--- src/hdl/tmsc_map.svh ---
// constants of the modulation and shutter control block: reset values and timing counts
// assumes a 20 MHz system clock and four quads per modulation frequency
`ifndef TMSC_MAP_SVH
`define TMSC_MAP_SVH

`define TMSC_CLK_NS        50
`define TMSC_LEAD_NS       15000
`define TMSC_LEAD_CYC      ((`TMSC_LEAD_NS + `TMSC_CLK_NS - 1) / `TMSC_CLK_NS)
`define TMSC_QUADS         4
`define TMSC_TRIM_MAX      4'hB
`define TMSC_MULT_RST      8'h10
`define TMSC_FRAC_RST      16'h0000
`define TMSC_DIV_RST       4'h1
`define TMSC_PS_RST        4'h1
`define TMSC_SHUTTER_RST   1'b0
`define TMSC_HOLD_RST      1'b0
`define TMSC_LEAD_RST      1'b0

`endif

--- src/hdl/tmsc_pkg.sv ---
// types shared by the modulation and shutter control block
// assumes tmsc_map.svh supplies the numeric constants
package tmsc_pkg;

  // quad phases seen from the timing generator, one-hot
  typedef enum logic [3:0] {
    TMSC_Q_RESET   = 4'b0001,
    TMSC_Q_INTEG   = 4'b0010,
    TMSC_Q_READOUT = 4'b0100,
    TMSC_Q_DEAD    = 4'b1000
  } tmsc_quad_t;

  // pin and shutter configuration
  typedef struct packed {
    logic       shutter_en;
    logic       mod_hold;
    logic       pixel_dc_level;
    logic       light_dc_level;
    logic       light_driver_lead;
    logic       duty_trim_direction;
    logic [3:0] duty_trim_steps;
  } tmsc_cfg_t;

  // phase sequence per modulation frequency
  typedef struct packed {
    logic       hop_en;
    logic [1:0] hop_offset;
  } tmsc_hop_t;

  // modulation pll settings
  typedef struct packed {
    logic [7:0]  pll_multiplier;
    logic [15:0] pll_multiplier_fraction;
    logic [3:0]  pll_divider;
    logic [3:0]  pll_prescaler;
  } tmsc_pll_t;

endpackage : tmsc_pkg
--- src/hdl/tmsc_mod_shutter.sv ---
// modulation and shutter control: shutter switch, light drive pair, driver enable,
// per-quad phase stepping and the staged modulation pll settings.
// assumes the timing generator supplies quad state, quad number, sub-frame parity
// and a countdown to the next integration start, all synchronous to clock.
`timescale 1ns/100ps
`include "tmsc_map.svh"

// Summary of operation
// - shutter enabled: switch closed in reset and integration, open in readout and dead time
// - shutter disabled: switch closed in every quad state
// - shutter enable resets to 0; writing 1 turns shutter operation on
// - illumination to demodulation phase steps automatically with each quad
// - quad hopping on gives odd sub-frames a different sequence than even ones
// - effective quad is quad plus hop offset; phase is 360 times it over quad count
// - base and de-aliasing frequencies each keep their own phase sequence settings
// - true light output toggles only in integration, low otherwise
// - complement light output toggles only in integration, high otherwise
// - driver enable rises just before integration and falls just after it
// - lead setting 1 raises driver enable 15 us before integration; default 0
// - modulation hold 1 suppresses modulation during integration; default 0
// - during hold, true output equals static level and complement its inverse
// - trim direction 0 increases true output duty cycle, 1 reduces it
// - trim is a step count of about 450 ps, at most 0Bh
// - base frequency is multiplier times 24 MHz over divider, quad count, prescaler
// - effective multiplier is integer part plus fraction over 2 to the 16
// - pll settings reset to multiplier 16, fraction 0, divider 1, prescaler 1
module tmsc_mod_shutter
  import tmsc_pkg::*;
#(
  parameter int QUADS    = `TMSC_QUADS,
  parameter int LEAD_CYC = `TMSC_LEAD_CYC
) (
  input  wire logic        clock,
  input  wire logic        srst,
  input  wire tmsc_quad_t  quad_state,
  input  wire logic [1:0]  quad_number,
  input  wire logic        sub_frame_odd,
  input  wire logic        dealias_freq_sel,
  input  wire logic [15:0] intg_countdown,
  input  wire tmsc_cfg_t   cfg,
  input  wire tmsc_hop_t   hop_base,
  input  wire tmsc_hop_t   hop_dealias,
  input  wire tmsc_pll_t   pll_staged,
  input  wire logic        pll_apply_pulse,
  output logic             shutter_closed,
  output logic             light_drive_true,
  output logic             light_drive_comp,
  output logic             pixel_demod,
  output logic             light_driver_active,
  output logic [1:0]       eff_quad,
  output logic             duty_trim_direction,
  output logic [3:0]       duty_trim_steps,
  output tmsc_pll_t        pll_applied
);

  localparam tmsc_cfg_t CFG_RST = '{shutter_en: `TMSC_SHUTTER_RST, mod_hold: `TMSC_HOLD_RST,
                                    pixel_dc_level: 1'b0, light_dc_level: 1'b0,
                                    light_driver_lead: `TMSC_LEAD_RST,
                                    duty_trim_direction: 1'b0, duty_trim_steps: 4'h0};
  localparam tmsc_pll_t PLL_RST = '{pll_multiplier: `TMSC_MULT_RST,
                                    pll_multiplier_fraction: `TMSC_FRAC_RST,
                                    pll_divider: `TMSC_DIV_RST, pll_prescaler: `TMSC_PS_RST};
  localparam logic [15:0] LEAD_LIM = 16'(LEAD_CYC);
  localparam logic [1:0]  HALF_Q   = 2'(QUADS / 2);

  tmsc_cfg_t   cfg_reg;
  tmsc_pll_t   pll_reg;
  logic        apply_d_reg;
  logic [3:0]  div_reg;
  logic        tick;
  logic [1:0]  mod_cnt_reg;
  logic [1:0]  eff_next;
  logic [1:0]  light_phase;
  tmsc_hop_t   hop_sel;
  logic        integ_now;
  logic        integ_d_reg;
  logic        lead_hit;
  logic        shutter_reg;
  logic        true_reg;
  logic        comp_reg;
  logic        demod_reg;
  logic        active_reg;
  logic [1:0]  eff_reg;
  logic        trim_dir_reg;
  logic [3:0]  trim_reg;

  // configuration capture; a single stage keeps mid-quad changes glitch free
  always_ff @(posedge clock) begin
    if (srst) begin
      cfg_reg <= CFG_RST;
    end else begin
      cfg_reg <= cfg;
    end
  end

  // pll settings take effect on the falling edge of the update bit, i.e. after 1 then 0
  always_ff @(posedge clock) begin
    if (srst) begin
      pll_reg     <= PLL_RST;
      apply_d_reg <= 1'b0;
    end else begin
      apply_d_reg <= pll_apply_pulse;
      if (apply_d_reg && !pll_apply_pulse) begin
        pll_reg <= pll_staged;
      end
    end
  end

  // the analog pll is outside; this prescaled tick stands for one oscillator step
  // so the quad counter below spans quad count times (1 + prescaler) clock cycles
  // compare with >= so a smaller prescaler applied mid-count cannot stall the divider
  assign tick = (div_reg >= pll_reg.pll_prescaler);

  always_ff @(posedge clock) begin
    if (srst) begin
      div_reg     <= 4'h0;
      mod_cnt_reg <= 2'h0;
    end else if (tick) begin
      div_reg     <= 4'h0;
      mod_cnt_reg <= (mod_cnt_reg == 2'(QUADS - 1)) ? 2'h0 : mod_cnt_reg + 2'h1;
    end else begin
      div_reg <= div_reg + 4'h1;
    end
  end

  // per-frequency hop settings; the offset only applies on odd sub-frames
  always_comb begin
    hop_sel  = dealias_freq_sel ? hop_dealias : hop_base;
    eff_next = quad_number;
    if (hop_sel.hop_en && sub_frame_odd) begin
      eff_next = quad_number + hop_sel.hop_offset;
    end
    light_phase = mod_cnt_reg + eff_next;
  end

  assign integ_now = (quad_state == TMSC_Q_INTEG);

  // lead window: either 15 us early, or a single cycle early when lead is off
  assign lead_hit = (intg_countdown != 16'h0) &&
                    (intg_countdown <= (cfg_reg.light_driver_lead ? LEAD_LIM : 16'h1));

  // shutter switch
  always_ff @(posedge clock) begin
    if (srst) begin
      shutter_reg <= 1'b1;
    end else begin
      case (quad_state)
        TMSC_Q_RESET:   shutter_reg <= 1'b1;
        TMSC_Q_INTEG:   shutter_reg <= 1'b1;
        TMSC_Q_READOUT: shutter_reg <= !cfg_reg.shutter_en;
        TMSC_Q_DEAD:    shutter_reg <= !cfg_reg.shutter_en;
        default:        shutter_reg <= 1'b1;
      endcase
    end
  end

  // light drive pair and pixel demodulation
  always_ff @(posedge clock) begin
    if (srst) begin
      true_reg  <= 1'b0;
      comp_reg  <= 1'b1;
      demod_reg <= 1'b0;
    end else if (!integ_now) begin
      true_reg  <= 1'b0;
      comp_reg  <= 1'b1;
      demod_reg <= 1'b0;
    end else if (cfg_reg.mod_hold) begin
      true_reg  <= cfg_reg.light_dc_level;
      comp_reg  <= !cfg_reg.light_dc_level;
      demod_reg <= cfg_reg.pixel_dc_level;
    end else begin
      true_reg  <= (light_phase < HALF_Q);
      comp_reg  <= !(light_phase < HALF_Q);
      demod_reg <= (mod_cnt_reg < HALF_Q);
    end
  end

  // driver enable stays up one extra cycle after integration ends
  always_ff @(posedge clock) begin
    if (srst) begin
      integ_d_reg <= 1'b0;
      active_reg  <= 1'b0;
    end else begin
      integ_d_reg <= integ_now;
      active_reg  <= integ_now || integ_d_reg || lead_hit;
    end
  end

  // effective quad and duty trim to the analog side; trim clamped to its maximum
  always_ff @(posedge clock) begin
    if (srst) begin
      eff_reg      <= 2'h0;
      trim_dir_reg <= 1'b0;
      trim_reg     <= 4'h0;
    end else begin
      eff_reg      <= eff_next;
      trim_dir_reg <= cfg_reg.duty_trim_direction;
      trim_reg     <= (cfg_reg.duty_trim_steps > `TMSC_TRIM_MAX) ?
                      `TMSC_TRIM_MAX : cfg_reg.duty_trim_steps;
    end
  end

  assign shutter_closed      = shutter_reg;
  assign light_drive_true    = true_reg;
  assign light_drive_comp    = comp_reg;
  assign pixel_demod         = demod_reg;
  assign light_driver_active = active_reg;
  assign eff_quad            = eff_reg;
  assign duty_trim_direction = trim_dir_reg;
  assign duty_trim_steps     = trim_reg;
  assign pll_applied         = pll_reg;

  property p_shutter_open;
    @(posedge clock) disable iff (srst)
      (cfg_reg.shutter_en && quad_state == TMSC_Q_READOUT) |=> !shutter_closed;
  endproperty
  a_shutter_open: assert property (p_shutter_open) else $error("shutter not open");

  property p_shutter_off;
    @(posedge clock) disable iff (srst)
      (!cfg_reg.shutter_en) |=> shutter_closed;
  endproperty
  a_shutter_off: assert property (p_shutter_off) else $error("shutter opened");

  property p_shutter_rst;
    @(posedge clock) $fell(srst) |-> !cfg_reg.shutter_en;
  endproperty
  a_shutter_rst: assert property (p_shutter_rst) else $error("shutter enable reset");

  property p_step;
    @(posedge clock) disable iff (srst)
      tick |=> (mod_cnt_reg == (($past(mod_cnt_reg) == 2'(QUADS - 1)) ? 2'h0 :
                                $past(mod_cnt_reg) + 2'h1));
  endproperty
  a_step: assert property (p_step) else $error("phase counter step wrong");

  property p_nohop;
    @(posedge clock) disable iff (srst)
      (!hop_base.hop_en && !dealias_freq_sel) |=> (eff_quad == $past(quad_number));
  endproperty
  a_nohop: assert property (p_nohop) else $error("quad offset without hopping");

  property p_idle_true;
    @(posedge clock) disable iff (srst)
      (!integ_now) |=> (!light_drive_true && light_drive_comp);
  endproperty
  a_idle_true: assert property (p_idle_true) else $error("light pair not idle");

  property p_hold;
    @(posedge clock) disable iff (srst)
      (integ_now && cfg_reg.mod_hold) |=>
        (light_drive_true == $past(cfg_reg.light_dc_level)) &&
        (light_drive_comp != light_drive_true);
  endproperty
  a_hold: assert property (p_hold) else $error("hold level wrong");

  property p_active_end;
    @(posedge clock) disable iff (srst)
      (integ_now ##1 (!integ_now && !lead_hit)[*2]) |=> !light_driver_active;
  endproperty
  a_active_end: assert property (p_active_end) else $error("enable late to drop");

  property p_lead;
    @(posedge clock) disable iff (srst)
      (cfg_reg.light_driver_lead && intg_countdown == LEAD_LIM) |=> light_driver_active;
  endproperty
  a_lead: assert property (p_lead) else $error("early enable missing");

  property p_trim;
    @(posedge clock) disable iff (srst) duty_trim_steps <= `TMSC_TRIM_MAX;
  endproperty
  a_trim: assert property (p_trim) else $error("trim above maximum");

  property p_pll_rst;
    @(posedge clock) $fell(srst) |-> (pll_applied == PLL_RST);
  endproperty
  a_pll_rst: assert property (p_pll_rst) else $error("pll reset values");

  property p_pll_keep;
    @(posedge clock) disable iff (srst)
      !(apply_d_reg && !pll_apply_pulse) |=> $stable(pll_applied);
  endproperty
  a_pll_keep: assert property (p_pll_keep) else $error("pll changed early");

  property p_shut_integ;
    @(posedge clock) disable iff (srst)
      (quad_state == TMSC_Q_RESET || quad_state == TMSC_Q_INTEG) |=> shutter_closed;
  endproperty
  a_shut_integ: assert property (p_shut_integ) else $error("shutter not closed");

  property p_demod_hold;
    @(posedge clock) disable iff (srst)
      (integ_now && cfg_reg.mod_hold) |=> (pixel_demod == $past(cfg_reg.pixel_dc_level));
  endproperty
  a_demod_hold: assert property (p_demod_hold) else $error("demod hold level");

  property p_hop_alt;
    @(posedge clock) disable iff (srst)
      (dealias_freq_sel && hop_dealias.hop_en && sub_frame_odd) |=>
        (eff_quad == 2'($past(quad_number) + $past(hop_dealias.hop_offset)));
  endproperty
  a_hop_alt: assert property (p_hop_alt) else $error("de-aliasing hop offset");

  property p_tick_gap;
    @(posedge clock) disable iff (srst)
      (tick && pll_reg.pll_prescaler == 4'h1 && !(apply_d_reg && !pll_apply_pulse)) |=> !tick;
  endproperty
  a_tick_gap: assert property (p_tick_gap) else $error("prescaler tick too fast");

endmodule : tmsc_mod_shutter

--- config.mk ---
export PLATFORM = sky130hd
export DESIGN_NAME = tmsc_mod_shutter
export DESIGN_NICKNAME = d
export VERILOG_FILES = /design/src/hdl/tmsc_pkg.sv /design/src/hdl/tmsc_mod_shutter.sv
export VERILOG_INCLUDE_DIRS = /design/src /design/src/hdl
export SDC_FILE = /design/constraint.sdc
export NUM_CORES = 1
export LEC_CHECK = 0
export ABC_AREA = 1
export BUFFER_PORTS_ARGS = -buffer_cell sky130_fd_sc_hd__buf_2
export CAP_MARGIN = 20
export CORE_MARGIN = 1.5
export CORE_UTILIZATION = 50
export DETAILED_ROUTE_END_ITERATION = 12
export PLACE_DENSITY = 0.88
export SETUP_SLACK_MARGIN = 0.05
export SYNTH_ARGS = -nofsm -noshare
export SYNTH_HDL_FRONTEND = slang
export SYNTH_SLANG_ARGS = --single-unit
--- constraint.sdc ---
create_clock -name clock -period 4 [get_ports clock]
set_clock_uncertainty 0.1 [all_clocks]
set_input_delay 0.6 -clock clock [delete_from_list [all_inputs] [get_ports clock]]
set_output_delay 0.6 -clock clock [all_outputs]
set_load 0.05 [all_outputs]
==> results.cfg, run 1 <==
[grt]
grt_max_degree = 37
antenna_found_initial = 0
grt_pass1_vias = 2203
grt_util_all_layers = 0.213
grt_first_pass_wirelength_um = 8940
grt-ovfl-total = 0

[setup_path]
startpoint_type = input pin
reg2regPathDepth = 5
critPathKind = input pin to flop
worstPathMaxFanout = 36
reg2reg_to = pll_applied[4]
r2r_start = apply_d_reg
r2r_slack_ns = 2.37
endpoint_kind = flop
cp.required_ns = 4.16
critPathArrivalTime_ns = 2.04

[sta]
fin_crit_sh = 0.470
period_minus_slack_ns = 1.88
tightest_slew_ns = 0.854
hold_viol = 0
max_slew_margin = 0.430
finalSetupViolations = 0
max_freq_mhz = 532
rsz0062_at_grt = false
drv_slew = 0
finalSetupTns_ns = 0

[place]
place.port_buffers = 118
place_congestion = 0.753
hpwl_um = 4390
dp_cells = 515

[floorplan]
boundaryPins = 119
start_util = 0.529
die_h_um = 74.4
rows = 25
fp.coreArea_sq_um = 4820
die_area_sq_um = 5530
die_width_um = 74.4

[clock_network]
cts_tree = built
htree_levels = 3
path_clk_slew_ns = 0.07
ctsResizeCount = 0
clkLatencyLatePin_ns = 0.34
cts_hold_buf = 0
cts_buffers = 9
cts_setup_buffers = 0
cts.sinks = 62
clk_path_buf_depth = 2
cts_root_buf = clkbuf_8

[routing]
avgViaCountPerCell = 4.65
wl_met3_um = 353
wl_per_cell_um = 11.0
topRoutingLayerUsed = met4
antenna_left = 0
drc = 0
drt_iter0_drc = 118
drt_wl_total_um = 5860
wl_met1_um = 2480
routed-via-count = 2468
dr.pass1.iters = 4
wl_met2_um = 2960

[worst_hold_path]
min_path_cells = 2
worstHoldStart = cfg_reg[4]
min_path_type = flop to flop
hold_end = duty_trim_direction

[yosys]
yosys-top-cells-count = nor2_1, dfxtp_1, inv_1
async_reset_ff_frac = 0
yosysWarnings = 0
syn-cell-area_sq_um = 2550
ys_top_cells_by_area = dfxtp_1, nor2_1, inv_1
yosysMostFrequentCell = nor2_1
synth_area_leader_cell = dfxtp_1
syn_inst = 340
syn_nets = 427
synthDistinctLibCells = 26
synth-seq-cells = 62
syn_avg_cell_area_sq_um = 7.49
yosysTopAreaCellShare = 0.487
seq_area_frac_synth = 0.487
synth_edf_count = 0
synthFlopType = dfxtp_1

[power_and_ir_drop]
p_leak_nw = 1.80
power_density_nw_per_um2 = 477
irDropWorstVdd_uv = 231

[layout]
drive_gt1_frac = 0.317
fillers = 394
area_delta_synth_final_pct = 34.1
largest_reg_flops = 32
register_area_sq_um = 1240
fin_nets = 546
antennaDiodeCount = 0
fin_cells = 531
multi_input_area_sq_um = 1080

[flow_run]
max_cap_viol_count = 0

[status]
run_status = finished, final reports clean
==> routing by layer <==
layer | up-vias | global-route usage
met2 | 77 | 0.371
met5 | - | 0
met1 | 1078 | 0.239
met4 | 0 | 0.0909
met3 | 6 | 0.0664
li1 | 1307 | -
==> worst max path at each step <==
stage | end | startpoint | cells past startpoint
2_1_floorplan | mod_cnt_reg[1] | pll_applied[1] | 8
3_3_place_gp | mod_cnt_reg[0] | srst | 4
3_5_place_dp | mod_cnt_reg[0] | srst | 4
4_1_cts | mod_cnt_reg[0] | srst | 4
5_1_grt | mod_cnt_reg[0] | srst | 4
6_report | mod_cnt_reg[0] | srst | 4
==> area by class of cell <==
type,count,area share
sequential,62,0.363
multi-input combinational,218,0.316
timing repair buffer,119,0.175
inverter,49,0.0538
clock buffer,10,0.0403
clock inverter,6,0.0271
tap,67,0.0245
==> per-stage QoR <==
step	worst slack (ns)	cell area, sq um	power [W]	utilization	hold slack [ns]
6_report	2.12	3420	0.00163	0.709	0.315
5_1_grt	1.93	3420	0.00171	0.709	0.348
4_1_cts	2.13	3420	0.00164	0.709	0.317
3_5_place_dp	1.77	3190	0.00102	0.661	0.306
3_3_place_gp	1.80	3190	0.00101	0.661	0.303
2_1_floorplan	2.18	2550	0.000925	-	0.288
==> cells in the final DEF (no fill, tap or decap), types with 2 or more instances in the layout <==
master / instances
inv_6: 2
nor2_1: 86
inv_2: 4
nand3_2: 2
nand3_1: 14
nand2_1: 40
a21oi_1: 10
bufinv_16: 2
clkinvlp_4: 2
clkbuf_8: 10
buf_2: 118
nor3_1: 2
ha_1: 12
nand2_2: 3
nand4_1: 7
dfxtp_1: 62
inv_1: 45
o21ai_0: 31
nor4_1: 2
==> power by group <==
part | internal [W] | leakage (nW) | switching, W
registers | 0.000661 | 0.509 | 0.0000301
clock network | 0.000372 | 0.110 | 0.000249
logic | 0.000111 | 1.19 | 0.000206
total | 0.00114 | 1.80 | 0.000485
==> worst max-delay path: stages <==
cell,delay (ns)
buf_2,0.21
inv_1,0.67
nand4_1,0.33
o21ai_0,0.22
==> cells by family (layout without fill, tap and decap cells) <==
logic type,count (synthesis),after routing,synth area share
compound gates,44,44,0.0889
xor+xnor,2,2,0.00688
fa+ha+maj,12,12,0.0589
buf+inv,60,184,0.0894
flops,62,62,0.487
simple gates,160,160,0.269
Note: power is estimated with default switching activity, not from simulation.
==> run 2: changes to the inputs <==
--- a/config.mk
+++ b/config.mk
@@ -6,13 +6,13 @@
 export SDC_FILE = /design/constraint.sdc
 export NUM_CORES = 1
 export LEC_CHECK = 0
-export ABC_AREA = 1
+export ABC_AREA = 0
 export BUFFER_PORTS_ARGS = -buffer_cell sky130_fd_sc_hd__buf_2
 export CAP_MARGIN = 20
 export CORE_MARGIN = 1.5
-export CORE_UTILIZATION = 50
+export CORE_UTILIZATION = 41
 export DETAILED_ROUTE_END_ITERATION = 12
-export PLACE_DENSITY = 0.88
+export PLACE_DENSITY = 0.78
 export SETUP_SLACK_MARGIN = 0.05
 export SYNTH_ARGS = -nofsm -noshare
 export SYNTH_HDL_FRONTEND = slang
==> constraint.sdc (replaced) <==
create_clock -name clock -period 1.65 [get_ports clock]
set_clock_uncertainty 0.1 [all_clocks]
set_input_delay 0.2475 -clock clock [delete_from_list [all_inputs] [get_ports clock]]
set_output_delay 0.2475 -clock clock [all_outputs]
set_load 0.05 [all_outputs]
==> run 2 against run 1 <==
  * The flow now finishes with violations (setup timing)
  * Core utilization shrank 11 points
  * Sequential cell count did not move
  * Non-clock buffer count rose by 11
  * Critical path type is now flop to flop
  * Total power grew 140%
  * Clock power grew 110%
==> results.cfg, run 2 <==
[sta]
finalSetupTns_ns = -0.537
tightest_slew_ns = 0.302
fin_crit_sh = 1.04
finalSetupViolations = 9
fin_ws_ns = -0.0740
hold_viol = 0
rsz0062_at_grt = true
holdWs_ns = 0.0228
period_minus_slack_ns = 1.72
max_slew_margin = 0.797
drv_slew = 0
max_freq_mhz = 580

[worst_hold_path]
min_path_type = input pin to flop
worstHoldStart = cfg[0]
hold_end = cfg_reg[0]
min_path_cells = 2

[grt]
grt_max_degree = 58
grt-ovfl-total = 0
grt_first_pass_wirelength_um = 8430
antenna_found_initial = 0
grt_util_all_layers = 0.171
grt_pass1_vias = 2059

[status]
violations = setup timing
run_status = complete, but fails checks

[yosys]
yosysMostFrequentCell = nand2_1
synth-seq-cells = 62
synth-adder-area-share = 0.0607
yosys-top-cells-count = nand2_1, dfxtp_1, a21oi_1
yosysWarnings = 0
synthFlopType = dfxtp_1
synth_top_family_by_area = simple AND/OR/NAND/NOR gates
synth_compound_area_frac = 0.109
yosys.area_share.simple = 0.244
async_reset_ff_frac = 0
synth_edf_count = 0
synthDistinctLibCells = 40
syn-cell-area_sq_um = 2470
synth_area_leader_cell = dfxtp_1
yosysTopAreaCellShare = 0.502
ys_top_cells_by_area = dfxtp_1, nand2_1, a21oi_1
syn_inst = 279
seq_area_frac_synth = 0.502
synthXorXnorAreaFrac = 0.0202
syn_nets = 366
synth_mux_area_frac = 0.0319
syn_avg_cell_area_sq_um = 8.87

[layout]
largest_reg_flops = 32
fillers = 520
fin_nets = 494
stdcell_area_sq_um = 3520
multi_input_area_sq_um = 1230
antennaDiodeCount = 0
drive_gt1_frac = 0.413
area_delta_synth_final_pct = 42.2
final_common_cell = buf_2
final_cell_mix = buf_2, nand2_1, dfxtp_1, a21oi_1, nor2b_1
register_area_sq_um = 1250

[place]
place.port_buffers = 118
place_area_sq_um = 3280
dp_worst_setup_slack_ns = -0.455
hpwl_um = 4140
place_congestion = 0.711

[clock_network]
cts_buffers = 9
htree_levels = 3
cts_root_buf = clkbuf_8
path_clk_slew_ns = 0.06
cts.sinks = 62
clkLatencyLatePin_ns = 0.33
cts_hold_buf = 0
clk_path_buf_depth = 2
cts_tree = built

[setup_path]
crit_slowest_cell = a2111o_1
reg2regPathDepth = 8
path_buf_inv = 1
critPathArrivalTime_ns = 1.88
slowest_delay_ns = 0.36
startpoint_type = flop
crit_cells = 8
r2r_slack_ns = -0.07
critPathKind = flop to flop
endpoint_kind = flop
worstPathMaxFanout = 3
reg2reg_to = light_driver_active
path_cells = inv_4 > ha_4 > a211oi_2 > o21ai_1 > a2111o_1 > nand2_1 > a31oi_1 > o22ai_1
cp_top_family = compound AO/OA/AOI/OAI gates
cp.required_ns = 1.81
r2r_start = cfg_reg[5]

[routing]
drc = 0
avgViaCountPerCell = 4.67
routed-via-count = 2276
drt_iter0_drc = 51
dr.pass1.iters = 4
drt_wl_total_um = 5530
wl_per_cell_um = 11.3
antenna_left = 0

[flow_run]
max_cap_viol_count = 0

[floorplan]
die_area_sq_um = 6510
die_width_um = 80.7
fp.coreArea_sq_um = 5890
boundaryPins = 119
die_h_um = 80.7
rows = 28
start_util = 0.420

[power_and_ir_drop]
irDropWorstVdd_uv = 799
p_leak_nw = 1.66
power_density_nw_per_um2 = 1100
run 2: cell types whose count changed in the layout (fill, tap and decap cells not counted), moves of 9 or more:
cell,delta
a21oi_1,+22
buf_4,+9
inv_1,-39
nand2_1,+30
nand3_1,-12
nor2_1,-73
nor2b_1,+15
o21ai_0,-31
run 2: worst register-to-register path, cell delays in order (launching register included):
cell and delay, ns:
dfxtp_2 0.34, inv_4 0.04, ha_4 0.23, a211oi_2 0.20
o21ai_1 0.09, a2111o_1 0.36, nand2_1 0.07, a31oi_1 0.08
o22ai_1 0.15
run 2: kinds of logic after synthesis:
kind of cell	count (synthesis)
AOI/OAI and AO/OA	47
buffers and inverters	22
DFF	62
muxes	6
xor gates and xnor gates	4
adders and majority gates	12
and+or+nand+nor	126
run 2: final cells by class:
class,instances,share of cell area
Sequential cell,62,0.356
Multi-Input combinational cell,195,0.351
Timing Repair Buffer,130,0.200
Clock buffer,12,0.0441
Tap cell,75,0.0267
Clock inverter,4,0.0128
Inverter,9,0.0103
run 2: how the worst max path moves through the flow:
| stage | start | end | slack [ns] |
|---|---|---|---|
| global placement | dealias_freq_sel | light_drive_true | -0.40 |
| CTS | div_reg[0] | div_reg[3] | -0.09 |
| floorplan | dealias_freq_sel | light_drive_true | -0.25 |
| global route | cfg_reg[5] | light_driver_active | -0.23 |
| detailed placement | dealias_freq_sel | light_drive_comp | -0.46 |
| finish | cfg_reg[5] | light_driver_active | -0.07 |
run 2: through the flow:
stage | std cells | util | total power, W
finish | 487 | 0.598 | 0.00386
global placement | 470 | 0.558 | 0.00247
floorplan | 279 | - | 0.00225
global route | 487 | 0.598 | 0.00406
CTS | 486 | 0.594 | 0.00386
detailed placement | 470 | 0.558 | 0.00250
run 2: metal layers:
layer / vias to the layer above / wire length, um / global-route usage
met5: - / 0 / 0
met4: 0 / 113 / 0.0966
met3: 10 / 380 / 0.0511
met2: 79 / 2650 / 0.293
met1: 1008 / 2390 / 0.186
li1: 1179 / - / -
run 2: repair_timing:
action,4_1_cts,5_1_grt
buffers inserted,0,1
setup endpoints to repair,9,9
gates resized for setup,6,4
pin swaps,4,5
run 2: power by group:
group | switching, W | leakage (nW) | total (W) | internal, W
Combinational | 0.000457 | 1.04 | 0.000889 | 0.000432
Sequential | 0.0000605 | 0.509 | 0.00165 | 0.00159
Clock | 0.000548 | 0.106 | 0.00132 | 0.000772
==> run 3: changes to the inputs <==
--- a/config.mk
+++ b/config.mk
@@ -17,3 +17,4 @@
 export SYNTH_ARGS = -nofsm -noshare
 export SYNTH_HDL_FRONTEND = slang
 export SYNTH_SLANG_ARGS = --single-unit
+export TNS_END_PERCENT = 20
==> run 3 against run 2 <==
  * The run still ends with setup timing left
  * Largest power group unchanged
  * Global-route usage down 0.24 points
  * Core utilization up 0.085 points
  * Critical path depth stayed put
  * Design area is 0.14% higher
  * Sequential cell count stayed put
  * Count of clock-buffer cells in the layout unchanged
  * Clock power barely moved
  * Fmax down 0.95%
  * Routed wire length increased by 0.96%
  * Total power is 1.0% lower
==> results.cfg, run 3 (same netlist as run 2, synthesis figures left out) <==
[layout]
antennaDiodeCount = 0
register_area_sq_um = 1250
multi_input_area_sq_um = 1220
stdcell_area_sq_um = 3520
final_common_cell = buf_2
fin_cells = 489
area_delta_synth_final_pct = 42.4
fin_nets = 496
largest_reg_flops = 32
final_cell_mix = buf_2, nand2_1, dfxtp_1, a21oi_1, nor2_1
drive_gt1_frac = 0.403
fillers = 547

[sta]
fin_crit_sh = 1.05
hold_viol = 0
finalSetupViolations = 9
rsz0062_at_grt = true
drv_slew = 0
max_freq_mhz = 575
tightest_slew_ns = 0.340
max_slew_margin = 0.771
period_minus_slack_ns = 1.74
fin_ws_ns = -0.0906

[routing]
wl_per_cell_um = 11.4
drt_wl_total_um = 5580
antenna_left = 0
dr.pass1.iters = 4
routed-via-count = 2300
drt_iter0_drc = 40
avgViaCountPerCell = 4.70
drc = 0

[floorplan]
boundaryPins = 119
die_h_um = 80.7
die_width_um = 80.7
start_util = 0.420
die_area_sq_um = 6510
fp.coreArea_sq_um = 5890
rows = 28

[setup_path]
cp.required_ns = 1.81
critPathKind = flop to flop
critical_path.most_common_cell = a21o_1
worstPathMaxFanout = 4
path_cells = inv_2 > ha_4 > nand2b_4 > a21o_1 > a21o_1 > a21o_1 > or2_1 > nor2_1
slowest_delay_ns = 0.33
startpoint_type = flop
endpoint_kind = flop
critPathArrivalTime_ns = 1.90
crit_slowest_cell = dfxtp_2

[place]
place_congestion = 0.739
place_area_sq_um = 3280
dp_cells = 473
place.port_buffers = 118
hpwl_um = 4200

[worst_hold_path]
min_path_type = input pin to flop

[clock_network]
cts_hold_buf = 0
cts_root_buf = clkbuf_8
cts_tree = built
clk_path_buf_depth = 2
path_clk_slew_ns = 0.07
clkLatencyLatePin_ns = 0.33
cts_setup_buffers = 0
htree_levels = 3
cts.sinks = 62
cts_buffers = 9

[power_and_ir_drop]
p_comb_frac = 0.223
power_frac_seq = 0.432
irDropWorstVdd_uv = 672
p_switching_w = 0.00104
p_leak_nw = 1.67
power_density_nw_per_um2 = 1080
sw_frac_of_total = 0.273
clock_power_share = 0.345
power.internal_w = 0.00278
power_w = 0.00382

[grt]
grt-ovfl-total = 0
antenna_found_initial = 0
grt_pass1_vias = 2013
grt_first_pass_wirelength_um = 8380
grt_max_degree = 30
grt_util_all_layers = 0.169

[flow_run]
max_cap_viol_count = 0

[status]
run_status = complete, but fails checks
violations = setup timing
[run 3: final timing paths]
path	end	slack (ns)	cells past startpoint	startpoint
max	div_reg[2]	-0.09	8	div_reg[0]
min	shutter_closed	0.03	3	quad_state[1]
max reg2reg	div_reg[2]	-0.09	8	div_reg[0]
min reg2reg	duty_trim_steps[0]	0.35	2	cfg_reg[0]
[run 3: per-layer routing]
metal  track usage  routed length [um]
met5             0                   0
met3        0.0545                 403
met1         0.182                2380
met4        0.0879                  92
met2         0.292                2710
[run 3: what timing repair did]
| action | CTS | global route |
|---|---|---|
| gates resized for setup | 10 | 0 |
| pin swaps | 5 | 0 |
| endpoints found under the setup margin | 9 | 9 |
| gates cloned | 0 | 0 |
[run 3: through the flow]
step | hold WS (ns) | TNS, ns | setup slack, ns | utilization
2_1_floorplan | 0.226 | -1.08 | -0.307 | -
3_3_place_gp | 0.317 | -1.50 | -0.449 | 0.557
3_5_place_dp | 0.341 | -2.01 | -0.513 | 0.557
4_1_cts | 0.0117 | -0.733 | -0.102 | 0.599
5_1_grt | 0.0179 | -1.35 | -0.189 | 0.599
6_report | 0.0318 | -0.706 | -0.0906 | 0.599
[run 3: cell type report]
cell class | instances | share of cell area
flip-flops and latches | 62 | 0.355
multi-input cells | 195 | 0.346
repair buffers | 132 | 0.206
clock buffers | 12 | 0.0440
well taps | 75 | 0.0266
clock inverters | 4 | 0.0128
inverters | 9 | 0.00958
[run 3: critical path: cells and delay by family (launching register included)]
kind / cells / cell delay [ns]
buffers and inverters: 1 / 0.04
adder cells (fa/ha/maj): 1 / 0.22
AND/OR/NAND/NOR: 3 / 0.51
AO/OA/AOI/OAI: 3 / 0.47
flip-flops: 1 / 0.33
[run 3: power by group through the flow]
stage               logic (W)  clock network, W  registers, W
floorplan            0.000427                 0       0.00181
global placement     0.000814                 0       0.00168
detailed placement   0.000843                 0       0.00168
CTS                  0.000861           0.00136       0.00165
global route         0.000943           0.00143       0.00166
finish               0.000854           0.00132       0.00165
